$ cat src/verilog/owd_pkg.sv
// Constants, types and helpers for the option word decoder
//
// Notes on behaviour
// - Bit 7 of the option word is unimplemented and always reads back as one.
// - Bit 6 set enables brown-out detection and bit 6 clear disables it.
// - Bit 3 is active low: zero enables the power-up delay timer and one disables it.
// - Bit 2 set runs the watchdog timer and bit 2 clear keeps it off.
// - Bits 1 to 0 select the oscillator: 11 R-C, 10 high-speed, 01 standard, 00 low-power.
// - While brown-out reset is enabled the power-up delay timer is forced on.
// - Protection code 00 blocks readout of the whole range 0000h to 03FFh.
// - Protection code 11 leaves memory open and code 01 blocks only 0200h to 03FFh.
// - The two-bit protection code is copied at bits 13-12, 11-10, 9-8 and 5-4.
package owd_pkg;
    localparam int WORD_W = 14;
    localparam logic [13:0] WORD_RESET = 14'h3FFF;
    localparam int BIT_UNIMP = 7;
    localparam int BIT_BROWNOUT = 6;
    localparam int BIT_PWRDLY_N = 3;
    localparam int BIT_WDOG = 2;
    localparam int OSC_LSB = 0;
    localparam int CP_LSB_A = 12;
    localparam int CP_LSB_B = 10;
    localparam int CP_LSB_C = 8;
    localparam int CP_LSB_D = 4;
    localparam logic [1:0] OSC_RES_CAP = 2'h3;
    localparam logic [1:0] OSC_FAST_XTAL = 2'h2;
    localparam logic [1:0] OSC_STD_XTAL = 2'h1;
    localparam logic [1:0] OSC_SLOW_XTAL = 2'h0;
    localparam logic [1:0] CP_ALL = 2'h0;
    localparam logic [1:0] CP_UPPER = 2'h1;
    localparam logic [9:0] PROT_UPPER_LO = 10'h200;
    localparam logic [7:0] OFS_WORD = 8'h00;
    localparam logic [7:0] OFS_STATUS = 8'h04;
    localparam logic [7:0] OFS_CTRL = 8'h08;
    localparam int ST_BROWNOUT = 0;
    localparam int ST_PWRDLY = 1;
    localparam int ST_WDOG = 2;
    localparam int ST_OSC_LSB = 3;
    localparam int ST_PROT_LSB = 5;
    localparam int ST_MISMATCH = 7;
    localparam int CTRL_HOLD = 0;
    localparam logic CTRL_RESET = 1'b0;

    typedef enum logic [1:0] {PROT_NONE, PROT_UPPER, PROT_ALL} owd_prot_e;

    function automatic logic prot_covers(owd_prot_e range, logic [9:0] addr);
        prot_covers = (range == PROT_ALL) || ((range == PROT_UPPER) && (addr >= PROT_UPPER_LO));
    endfunction
endpackage

$ cat src/verilog/owd_dec_if.sv
// Bundle between the option word holder and its decoder
`timescale 1ns/1ps
`default_nettype none
interface owd_dec_if;
    logic [13:0] word;
    logic brownout_en;
    logic powerup_en;
    logic watchdog_en;
    logic [1:0] osc_mode;
    owd_pkg::owd_prot_e prot;
    logic prot_mismatch;
    modport decoder(input word, output brownout_en, powerup_en, watchdog_en, osc_mode, prot,
                    prot_mismatch);
    modport owner(output word, input brownout_en, powerup_en, watchdog_en, osc_mode, prot,
                  prot_mismatch);
endinterface
`default_nettype wire

$ cat src/verilog/owd_decode.sv
// Combinational field decoder for the option word
`timescale 1ns/1ps
`default_nettype none
module owd_decode (
    owd_dec_if.decoder dec
);
    wire [1:0] cp_a = dec.word[owd_pkg::CP_LSB_A +: 2];
    wire [1:0] cp_b = dec.word[owd_pkg::CP_LSB_B +: 2];
    wire [1:0] cp_c = dec.word[owd_pkg::CP_LSB_C +: 2];
    wire [1:0] cp_d = dec.word[owd_pkg::CP_LSB_D +: 2];
    wire cp_agree = (cp_a == cp_d) && (cp_b == cp_d) && (cp_c == cp_d);

    assign dec.brownout_en = dec.word[owd_pkg::BIT_BROWNOUT];
    // Brown-out forces the delay on, so a bad fuse pair cannot skip it
    assign dec.powerup_en = !dec.word[owd_pkg::BIT_PWRDLY_N] || dec.brownout_en;
    assign dec.watchdog_en = dec.word[owd_pkg::BIT_WDOG];
    assign dec.osc_mode = dec.word[owd_pkg::OSC_LSB +: 2];
    assign dec.prot_mismatch = !cp_agree;
    assign dec.prot = !cp_agree ? owd_pkg::PROT_NONE :
                      (cp_d == owd_pkg::CP_ALL) ? owd_pkg::PROT_ALL :
                      (cp_d == owd_pkg::CP_UPPER) ? owd_pkg::PROT_UPPER :
                      owd_pkg::PROT_NONE;
endmodule
`default_nettype wire

$ cat src/verilog/owd_top.sv
// Option word capture, decoded control outputs and AHB-Lite register slave
`timescale 1ns/1ps
`default_nettype none
module owd_top (
    input wire logic ref_clk,
    input wire logic reset,
    input wire logic [13:0] option_word_pins,
    input wire logic [9:0] verify_addr,
    input wire logic hsel,
    input wire logic [31:0] haddr,
    input wire logic [1:0] htrans,
    input wire logic hwrite,
    input wire logic [2:0] hsize,
    input wire logic [31:0] hwdata,
    input wire logic hready,
    output logic hreadyout,
    output logic hresp,
    output logic [31:0] hrdata,
    output logic brownout_detect_enable,
    output logic powerup_delay_enable,
    output logic watchdog_timer_enable,
    output logic [1:0] osc_mode_select,
    output logic readout_blocked,
    output logic protect_mismatch
);
    localparam logic [13:0] WR = owd_pkg::WORD_RESET;
    localparam logic BROWNOUT_RST = WR[owd_pkg::BIT_BROWNOUT];
    localparam logic PWR_RST = !WR[owd_pkg::BIT_PWRDLY_N] || BROWNOUT_RST;

    owd_dec_if dec_bus();

    owd_decode u_decode (
        .dec(dec_bus)
    );

    // Fuse levels come from outside the clock domain
    logic [13:0] pin_meta_r;
    logic [13:0] pin_sync_r;
    logic [13:0] word_r;
    logic ctrl_hold_r;

    always_ff @(posedge ref_clk or posedge reset) begin
        if (reset) begin
            pin_meta_r <= WR;
            pin_sync_r <= WR;
        end else begin
            pin_meta_r <= option_word_pins;
            pin_sync_r <= pin_meta_r;
        end
    end

    // Hold lets software freeze the decode while the fuse array is being reprogrammed
    wire [13:0] word_nxt = ctrl_hold_r ? word_r : pin_sync_r;

    always_ff @(posedge ref_clk or posedge reset) begin
        if (reset) begin
            word_r <= WR;
        end else begin
            word_r <= word_nxt;
        end
    end

    assign dec_bus.word = word_r;

    wire blocked_nxt = owd_pkg::prot_covers(dec_bus.prot, verify_addr);

    always_ff @(posedge ref_clk or posedge reset) begin
        if (reset) begin
            brownout_detect_enable <= BROWNOUT_RST;
            powerup_delay_enable <= PWR_RST;
            watchdog_timer_enable <= WR[owd_pkg::BIT_WDOG];
            osc_mode_select <= WR[owd_pkg::OSC_LSB +: 2];
            readout_blocked <= 1'b0;
            protect_mismatch <= 1'b0;
        end else begin
            brownout_detect_enable <= dec_bus.brownout_en;
            powerup_delay_enable <= dec_bus.powerup_en;
            watchdog_timer_enable <= dec_bus.watchdog_en;
            osc_mode_select <= dec_bus.osc_mode;
            readout_blocked <= blocked_nxt;
            protect_mismatch <= dec_bus.prot_mismatch;
        end
    end

    // Zero wait state slave: every access completes in one data phase
    logic wr_pend_r;
    logic [7:0] wr_ofs_r;
    wire addr_ok = (haddr[31:8] == 24'h00_0000) && (haddr[1:0] == 2'h0);
    wire take = hsel && hready && htrans[1];
    wire [7:0] ofs = haddr[7:0];
    wire ctrl_wr = wr_pend_r && (wr_ofs_r == owd_pkg::OFS_CTRL);
    // Bypass so a read right behind a control write sees the new value
    wire ctrl_view = ctrl_wr ? hwdata[owd_pkg::CTRL_HOLD] : ctrl_hold_r;
    wire [13:0] unimp_mask = 14'h0001 << owd_pkg::BIT_UNIMP;
    wire [13:0] word_rd = word_r | unimp_mask;
    wire [7:0] status_rd = {protect_mismatch, dec_bus.prot, osc_mode_select,
                            watchdog_timer_enable, powerup_delay_enable,
                            brownout_detect_enable};
    wire [31:0] rd_nxt = !addr_ok ? 32'h0000_0000 :
                         (ofs == owd_pkg::OFS_WORD) ? {18'h0_0000, word_rd} :
                         (ofs == owd_pkg::OFS_STATUS) ? {24'h00_0000, status_rd} :
                         (ofs == owd_pkg::OFS_CTRL) ? {31'h0000_0000, ctrl_view} :
                         32'h0000_0000;

    assign hreadyout = 1'b1;
    assign hresp = 1'b0;

    always_ff @(posedge ref_clk or posedge reset) begin
        if (reset) begin
            wr_pend_r <= 1'b0;
            wr_ofs_r <= 8'h00;
            hrdata <= 32'h0000_0000;
        end else begin
            wr_pend_r <= take && hwrite && addr_ok;
            wr_ofs_r <= ofs;
            if (take && !hwrite) begin
                hrdata <= rd_nxt;
            end
        end
    end

    always_ff @(posedge ref_clk or posedge reset) begin
        if (reset) begin
            ctrl_hold_r <= owd_pkg::CTRL_RESET;
        end else if (ctrl_wr) begin
            ctrl_hold_r <= hwdata[owd_pkg::CTRL_HOLD];
        end
    end

    logic past_valid_r;
    always_ff @(posedge ref_clk or posedge reset) begin
        if (reset) begin
            past_valid_r <= 1'b0;
        end else begin
            past_valid_r <= 1'b1;
        end
    end

    wire [1:0] cp_d = word_r[owd_pkg::CP_LSB_D +: 2];
    wire cp_same = (word_r[13:12] == cp_d) && (word_r[11:10] == cp_d) && (word_r[9:8] == cp_d);
endmodule
`default_nettype wire

$ cat config.mk
export PLATFORM = sky130hd
export DESIGN_NAME = owd_top
export DESIGN_NICKNAME = d
export VERILOG_FILES = /design/src/verilog/owd_pkg.sv /design/src/verilog/owd_dec_if.sv /design/src/verilog/owd_decode.sv /design/src/verilog/owd_top.sv
export SDC_FILE = /design/constraint.sdc
export NUM_CORES = 1
export LEC_CHECK = 0
export BUFFER_PORTS_ARGS = -buffer_cell sky130_fd_sc_hd__buf_2
export CORE_MARGIN = 2
export CORE_UTILIZATION = 45
export CTS_CLUSTER_DIAMETER = 40
export DETAILED_ROUTE_END_ITERATION = 8
export PLACE_DENSITY = 0.87
export RECOVER_POWER = 50
export SLEW_MARGIN = 20
export SYNTH_ARGS = -nofsm -noshare
export SYNTH_HDL_FRONTEND = slang
export SYNTH_SLANG_ARGS = --single-unit
$ cat constraint.sdc
create_clock -name ref_clk -period 2.3 [get_ports ref_clk]
set_input_delay 0.46 -clock ref_clk [delete_from_list [all_inputs] [get_ports ref_clk]]
set_output_delay 0.46 -clock ref_clk [all_outputs]
set_load 0.1 [all_outputs]
; ---- After elaboration in Yosys (flattened, before gate mapping)
; Index checks and enable logic that the tools add are counted.
[totals]
ff_bits = 91
in_bits = 98
output_inout_bits = 41
wordCells = 50
[classes]
magnitude_cmp = 1
eq_ne = 9
mux = 8
reduce_logical = 19
[op_table]
columns = op, count
row1 = $mux 14, 2
row2 = $logic_not 24->1, 1
row3 = $eq 8x4->1 const B, 2
row4 = $ge 10x10->1 const B, 1
row5 = $logic_and 1x1->1, 10
row6 = $eq 8x3->1 const B, 1
row7 = $logic_not 8->1, 1
row8 = $mux 8, 1
row9 = $eq 2x2->1, 3
row10 = $eq 2x1->1 const B, 2
row11 = $logic_not 2->1, 2
row12 = $mux 2, 2
row13 = $logic_not 1->1, 3
row14 = $mux 1, 3
row15 = $eq 2x2->1 const B, 1
row16 = $logic_or 1x1->1, 2

; ---- Longest topological paths before layout
; Gate-level depths: netlist (run 1).
[logic_depth]
depth_word = 7
ltp_mapped = 5
mapped_depth_nobuf = 4

; ---- Modules after synthesis
; A second synthesis (run 1) with hierarchy kept.
[hier_totals]
hier_cells = 198
hier_area_um2 = 2792.7
[modules_own_cells]
columns = module, instances, cells_each, area_each_um2, seq_area_each_um2
row1 = owd_top, 1, 186, 2708.8, 1885.6
row2 = owd_decode, 1, 12, 83.8, 0.0

; ---- Least setup slack after synthesis (run 1)
; No wires, ideal clock.
[synth_path]
path_kind = input to register
startpoint = input haddr[15]
endpoint = register hrdata[7]
setup_ns = 0.075
arrival_time_ns = 1.649
path_slack_ns = 0.575
path_stages = 5
path_buffers = 1
path_cell_list = nor4_1 -> nand4_1 -> or4_4 -> buf_6 -> o21ai_2
[synth_between]
elab_chain_len = 3
[synth_rtl]
columns = item, line
row1 = from (decl), owd_top.sv:10  ; input wire logic [31:0] haddr,
row2 = $logic_not 24->1, owd_top.sv:88  ; wire addr_ok = (haddr[31:8] == 24'h00_0000) && (haddr[1:0] == 2'h0);
row3 = $logic_and 1x1->1, owd_top.sv:88
row4 = $mux 14, owd_top.sv:99  ; wire [31:0] rd_nxt = !addr_ok ? 32'h0000_0000 :
row5 = to (signal assigned), owd_top.sv:117  ; hrdata <= rd_nxt;
row6 = to (decl), owd_top.sv:18  ; output logic [31:0] hrdata,
; Every way passes these cells.
; A chain may end at the register's enable or synchronous reset.

; ---- Worst setup path after layout (run 1)
[layout_path]
startpoint = register powerup_delay_enable
endpoint = output powerup_delay_enable
[layout_rtl]
columns = item, line
row1 = from (decl), owd_top.sv:20  ; output logic powerup_delay_enable,
row2 = from (signal assigned), owd_top.sv:77  ; powerup_delay_enable <= dec_bus.powerup_en;
; No word-level cell between the ends.

==> results, run 1 <==
- The worst pin sits at a relative slew slack of 36.3%.
- The average detailed-routed wire length per instance is 13.9 um.
- Summing every instance area after synthesis gives 2650 um2.
- The worst setup path is captured at an output pin.
- The clock transition at the registers of the reported paths is 0.08 ns.
- The die outline width is 80.8 um.
- Routability-driven placement finished with a final weighted congestion of 0.791.
- The root buffer cell chosen for the clock tree is clkbuf_8.
- The die covers 6530 um2.
- Summed over all instances, the cell type with the most area after synthesis is dfstp_2.
- The core region is 5610 um2.
- In this run the worst setup path begins at powerup_delay_enable.
- Yosys printed 0 warnings.
- The number of gates resized after cts is 0.
- For the pin with the worst max-slew slack, the measured transition is 0.954 ns.
- The leakage power total is 1.46 nW.
- The async set-or-reset flop fraction in the synthesized netlist is 100%.
- The sequential share of the synthesized area is 68.1%.
- For this run the aggregate overflow at the end of global routing stands at 0.
- In this run the core area contains 27 standard-cell rows.
- For the worst-skew pair, the clock arrives at the later sink with an insertion delay of 0.34 ns.
- The worst slack after detailed placement is 0.301 ns.
- The number of standard cells after synthesis is 189.
- The classification of the worst-slack hold path is input pin to flop.
- The launch point of the worst reg-to-reg path is wr_ofs_r[4].
- The worst setup path is launched from a flop.
- The slack of the critical path is 0.532 ns.
- Setup repair after global routing left no endpoint under its margin.
- The detailed router placed 1643 vias in this run.
- The detail route stage leaves a number of antenna-violating nets equal to 0.
- The commonest non-fill, non-tap cell in the layout is buf_2.
- After clock tree synthesis, the flow added hold-fix buffers numbering 0.
- The worst path needs 1.77 ns of the cycle, external delays included.
- The number of cells in the design after placement is 328.
- The final-stage net count is 365.
- The setup TNS is 0 ns.
- For this run, the total global-route usage over all layers was measured as 16.4%.
- The combined buffer and inverter count along the critical path is 1.
- The count of final hold-check violations is 0.
- The number of buffers created by CTS is 9.
- The effective utilization at floorplan is 47.3%.
- Walking the worst path, the cells encountered are buf_2.
- The max-cap violation count is 0.
- In this run, synthesis inferred 0 flip-flops with an integrated enable.
- The largest net degree at the start of global routing is 47.
- The synthesized design contains 70 register bits.
- Once detailed placement completed, the half-perimeter wirelength came to 3600 um.
- The arrival time of the worst setup path is 1.31 ns.
- The dominant register cell in the synthesized netlist is dfstp_2.
- At the end of the flow the core is filled with cells to 57.0%.
- For this run, design rule violations remaining after detail routing come to 0.
- In this run the worst path has a maximum fanout of 2.
- The layout has 472 filler cells.
- The layout overhead on the synthesized area is 20.5%.
- The clock tree synthesis step divided the H-tree into 3 levels.
- The maximum ir drop on the vdd rail is 0.371 mV.
- In this run the number of cells on the critical path is 1.
- The top cell types in the final layout, fill and taps aside, are 66 x buf_2, 40 x dfstp_2, 26 x dfrtp_1.
- The number of different library cells used by synthesis comes to 30.
- Sorting the synthesized cells by area gives the leading types as dfstp_2 44%, dfrtp_1 25%, mux2_2 5.9%.
- After detailed routing, the total wire length is 4780 um.
- The number of antenna cells inserted is 0.
- The per-instance average area after synthesis is 14.0 um2.
- Along the worst hold path, the cell count comes to 1.
- The required time of the worst setup path is 1.84 ns.
- Using the TritonRoute via totals, the vias-per-cell ratio works out to 4.78.
- The count of endpoints failing setup in the final report is 0.
- The flow ran to the end, and the final reports show no timing, DRC or antenna violations.
- The post-route non-filler standard cell count is 344.
- The final max-slew violation count is 0.
- Of the cells placed in the final design, the portion with a size suffix greater than 1 is 55.9%.
- The worst min-delay path startpoint is option_word_pins[6].
- The boundary pin count is 139.
- The buffer count from post-CTS setup fixing is 0.
- The library cell contributing the largest single delay on the critical path is dfstp_2.
- In this run the power density over the cells is 822 nW/um2.
- The vertical extent of the die is 80.8 um.
- Among cell families on the critical path, the largest total delay comes from flip-flops.
- After layout, the worst path uses 76.9% of the clock period.
- The clock skew after layout is 0.00611 ns.
- The initial antenna violation count was 0.
- Buffers placed on the I/O ports in this run total 73.
- The minimum setup slack among reg-to-reg paths is 0.63 ns.
- The via count of the first global-routing pass is 1670.
- The worst register-to-register path has a depth of 4.
- The CTS tree is yes.
- The worst setup path is of the flop to output pin kind.
- The first global-routing pass estimated 7820 um of wire.
- The total number of clock tree sinks is 70.
- After synthesis, the largest area contributor takes up 43.6% of total cell area.
- The clock passes through at most 2 buffers.
- The detailed router finished its first iteration with 77 violations.
- In this design, the stage delay of the slowest critical-path cell is 0.55 ns.
- The first detailed-routing pass took 4 iterations.
- Static timing analysis puts the maximum clock frequency at 566 MHz.
## flip-flops by register name (all words and copies together) (netlist names), 2 cells and up
signal           cells
hrdata              14
dec_bus.word        13
pin_meta_r          13
pin_sync_r          13
wr_ofs_r             8
osc_mode_select      2
## metal layers
| layer | vias up | global-route usage (%) | part of all wire (%) |
|---|---|---|---|
| met5 | - | 0 | 0 |
| met2 | 43 | 25.8 | 52 |
| met4 | 0 | 10.7 | 2.3 |
| met3 | 10 | 3.56 | 4.4 |
| li1 | 776 | - | - |
| met1 | 814 | 20.4 | 41 |
## kinds of logic after synthesis
logic type | synth area share, %
AO/OA/AOI/OAI | 5.61
buffers and inverters | 6.93
flip-flops | 68.1
multiplexers | 7.83
other | 0.283
AND/OR/NAND/NOR | 11.3
## where the power goes
group	leakage [nW]	switching, W	internal (W)
Clock	0.0946	0.000475	0.000405
Sequential	0.798	0.0000417	0.00133
Combinational	0.567	0.000289	0.0000823
Total	1.46	0.000805	0.00182
## layout make-up
| cell class | count | area, um2 | share of cell area (%) |
|---|---|---|---|
| tap | 72 | 90.1 | 2.82 |
| sequential | 70 | 1810 | 56.5 |
| clock inverter | 7 | 57.6 | 1.80 |
| multi-input combinational | 110 | 731 | 22.9 |
| timing repair buffer | 75 | 384 | 12.0 |
| inverter | 1 | 3.75 | 0.117 |
| clock buffer | 9 | 124 | 3.87 |
## metrics by stage
stage               hold WS, ns  power [W]  instance area [um2]
finish                    0.209    0.00263                 3200
CTS                       0.154    0.00266                 3210
detailed placement        0.347    0.00177                 3020
global route              0.189    0.00274                 3200
floorplan                 0.345    0.00171                 2720
global placement          0.346    0.00176                 3020
## final timing paths
check | end
setup / recovery | powerup_delay_enable
hold / removal | pin_meta_r[6]
setup reg to reg | hrdata[0]
hold reg to reg | pin_sync_r[9]
max in group asynchronous | pin_sync_r[11]
min in group asynchronous | wr_ofs_r[1]
## Yosys cell counts (3+ instances only)
library cell	instances
dfstp_2	44
nand3b_1	3
clkbuf_1	5
mux2i_1	5
o21ai_2	10
dfrtp_1	26
nor2b_1	5
nor4_1	9
nand2b_1	7
buf_4	20
mux2_2	14
o21ai_0	3
nand2_1	14
(Power assumes the default switching activity.)
==> run 2: changes to the inputs <==
CORE_UTILIZATION = 40   (was 45)
PLACE_DENSITY = 0.82   (was 0.87)
clock period = 1.54 ns   (was 2.3 ns; I/O delays follow)
==> run 2 against run 1 <==
  * Hold slack worse by 0.14 ns
  * Critical endpoint is now hrdata[0]
  * Final area increased by 6.0%
  * Final cell count increased by 3.2%
  * First-iteration DRC count increased by 21%
  * Critical path type is now flop to flop
==> results, run 2 (synthesis results as in run 1) <==
- The flow ran to the end, and the final reports show no timing, DRC or antenna violations.
- Static timing analysis puts the maximum clock frequency at 672 MHz.
- The launch point of the critical path is wr_ofs_r[6].
- The die area is 7300 um2 (+12%).
- The capturing point of the worst reg2reg path is hrdata[0].
- The slack of the critical path is 0.0522 ns (-0.480 ns).
- The maximum ir drop on the vdd rail came to 0.508 mV (+37%).
- The commonest non-fill, non-tap cell in the layout is buf_2.
- The largest net degree at the start of global routing is 71 (+51%).
- The actual transition at the worst max-transition pin is 0.903 ns (-0.0514 ns).
- The sort of element at the start of the critical path is a flop.
- The total detailed-routing wirelength is 4880 um (+2.2%).
- The worst setup path is captured at a flop.
- The count of vias placed by the detailed router is 1636 (-0.43%).
- The maximum single-stage delay on the critical path came to 0.38 ns (-0.17 ns).
- The number of nets with antenna violations after detailed routing is 0 (unchanged).
- The proportion of layout cells with a drive suffix above 1 is 61.9% (+6.0 points).
- The switching share of power came to 28.1% (-2.6 points).
- The fraction of power consumed by the clock network is 34.8% (+1.3 points).
- The headroom to the max-slew limit is 39.8% (+3.5 points).
- The switching power was 0.00115 W (+43%).
- The initial antenna violation count is 0 (unchanged).
- The number of cells in the design after placement was 340 (+3.7%).
- The post-route non-filler standard cell count came to 355 (+3.2%).
- The final max-slew violation count is 0 (unchanged).
- The overall fraction of global-route tracks in use was 14.5% (-1.8 points).
- The clock transition at the registers of the reported paths was 0.07 ns (about the same).
- The library cell contributing the largest single delay on the critical path is dfrtp_1.
- The largest fanout on the critical path was 2 (unchanged).
- The count of final hold-check violations is 0 (unchanged).
- The total power density per cell area is 1210 nW/um2 (+48%).
- The via count of the first global-routing pass came to 1756 (+5.1%).
- The total number of clock tree sinks was 70 (unchanged).
- The worst min-delay path startpoint is option_word_pins[11].
- The final cell utilization of the core came to 53.1% (-3.9 points).
- The worst setup path is of the flop to flop kind.
- The launch point of the worst reg-to-reg path is wr_ofs_r[6].
- The effective utilization at floorplan was 41.6% (-5.8 points).
- The max-cap violation count was 0 (unchanged).
- The worst slack after detailed placement is -0.271 ns (-0.572 ns).
- Setup repair after global routing left no endpoint under its margin.
- The global-route wire length before repair was 8160 um (+4.2%).
- The number of antenna cells inserted is 0 (unchanged).
- The sequential cell fraction of total power is 50.2% (-2.2 points).
- After layout, the minimum clock period comes to 1.49 ns.
- The later-pin clock latency in the skew report came to 0.34 ns (about the same).
- The total iterations of the first detailed-routing run is 4 (unchanged).
- The clock skew after layout is 0.00939 ns (+0.00328 ns).
- The minimum setup slack among reg-to-reg paths came to 0.05 ns (-0.58 ns).
- The count of standard-cell rows is 29 (+7.4%).
- The number of buffers created by CTS is 9 (unchanged).
- The final-stage net count was 372 (+1.9%).
- The vertical extent of the die is 85.5 um (+5.8%).
- The number of DRC violations after detailed routing is 0 (unchanged).
- The internal power is 0.00296 W (+62%).
- The maximum buffer depth of the clock tree is 2 (unchanged).
- The number of DRC markers after the initial detailed-route iteration is 93 (+21%).
- The die outline width is 85.5 um (+5.8%).
- The number of stages on the worst hold path is 1 (unchanged).
- The boundary pin count is 139 (unchanged).
- The area of the core region was 6390 um2 (+14%).
- The part of the power in combinational logic is 15.0% (+0.9 points).
- The count of endpoints failing setup in the final report is 0 (unchanged).
- The HPWL after detailed placement is 3660 um (+1.9%).
- Walking the worst path, the cells encountered are nor4b_2, buf_4, nand3_2, o221a_2, o31ai_2.
- The path with the worst hold slack has its endpoint at pin_meta_r[11].
- The maximum level of the CTS H-tree is 3 (unchanged).
- The overall overflow remaining after global route is 0 (unchanged).
- The worst reg2reg path depth is 5 (+1).
- In this run the clock root is driven by a clkbuf_8.
- The count of buffers inserted at the top-level ports is 73 (unchanged).
- The weighted congestion reported at the end of routability-driven placement is 0.768 (-3.0%).
- The average via count per standard cell is 4.61 (-3.5%).
- The average detailed-routed wire length per instance is 13.8 um (-0.95%).
- Dividing the final minimum period by the clock period gives 96.6%.
- The largest register by flop count is hrdata.
- The required time of the worst setup path came to 1.78 ns (-0.06 ns).
- The leakage power total is 1.53 nW (+5.0%).
- The classification of the worst-slack hold path is input pin to flop.
- The buffer count from post-CTS setup fixing is 0 (unchanged).
- The count of hold-fix buffers inserted at cts was 0 (unchanged).
- The library cells used most frequently in the layout, excluding fill and tap cells, are 63 x buf_2, 44 x dfstp_2, 26 x dfrtp_1.
- The arrival time of the worst setup path came to 1.73 ns (+0.42 ns).
- The CTS tree is yes.
- The flip-flop count of the largest register, all copies and words added came to 14 (unchanged).
- The layout overhead on the synthesized area is 27.7%.
-- run 2: cell count changes in the layout (fill, tap and decap cells not counted), moves of 3 or more --
cell / before / now
buf_4: 1 / 8
buf_12: 1 / 5
dfstp_1: 4 / 0
dfstp_2: 40 / 44
nor4_1: 9 / 5
buf_2: 66 / 63
inv_6: 3 / 0
nor4_2: 0 / 3
-- run 2: worst max-delay path by stage --
stage	end	cells after the start
2_1_floorplan	hrdata[7]	5
6_report	hrdata[0]	5
3_3_place_gp	hrdata[13]	5
3_5_place_dp	hrdata[13]	5
5_1_grt	hrdata[0]	5
4_1_cts	hrdata[0]	5
-- run 2: per-layer routing --
layer  up-vias  part of all wire (%)  GRT usage, %
met3        15                   5.2          4.09
li1        782                     -             -
met5         -                     0             0
met2        43                    50          22.9
met1       796                    41          17.1
met4         0                   3.3          10.1
-- run 2: worst max-delay path: cells and delay by family (launching register included) --
kind | cells | cell delay (ns)
AOI/OAI and AO/OA | 2 | 0.47
DFF | 1 | 0.38
and+or+nand+nor | 2 | 0.38
buffers and inverters | 1 | 0.17
-- run 2: power by group through the flow --
stage	clock network (W)	registers (W)	logic [W]
after CTS	0.00147	0.00206	0.000621
final	0.00143	0.00206	0.000615
after detailed placement	0	0.00209	0.000619
after global placement	0	0.00209	0.000610
after global routing	0.00155	0.00208	0.000648
after floorplan	0	0.00217	0.000382
-- run 2: what timing repair did --
action | 4_1_cts | 5_1_grt
pin swaps | 1 | 3
resized for setup | 1 | 4
setup endpoints to repair | 2 | 3
-- run 2: through the flow --
| step | area (um2) | setup TNS [ns] | hold slack (ns) | total power [W] |
|---|---|---|---|---|
| floorplan | 2750 | -0.0292 | 0.312 | 0.00255 |
| global placement | 3180 | -2.54 | 0.346 | 0.00270 |
| detailed placement | 3180 | -2.79 | 0.347 | 0.00271 |
| CTS | 3390 | 0 | 0.0527 | 0.00416 |
| global route | 3390 | 0 | 0.0430 | 0.00427 |
| finish | 3390 | 0 | 0.0671 | 0.00411 |
-- run 2: area by class of cell --
type	instances	area (um2)
fillers	546	3000
well taps	77	96.3
clock buffers	10	138
flip-flops and latches	70	1810
clock inverters	5	58.8
multi-input cells	110	781
repair buffers	82	502
inverters	1	7.51
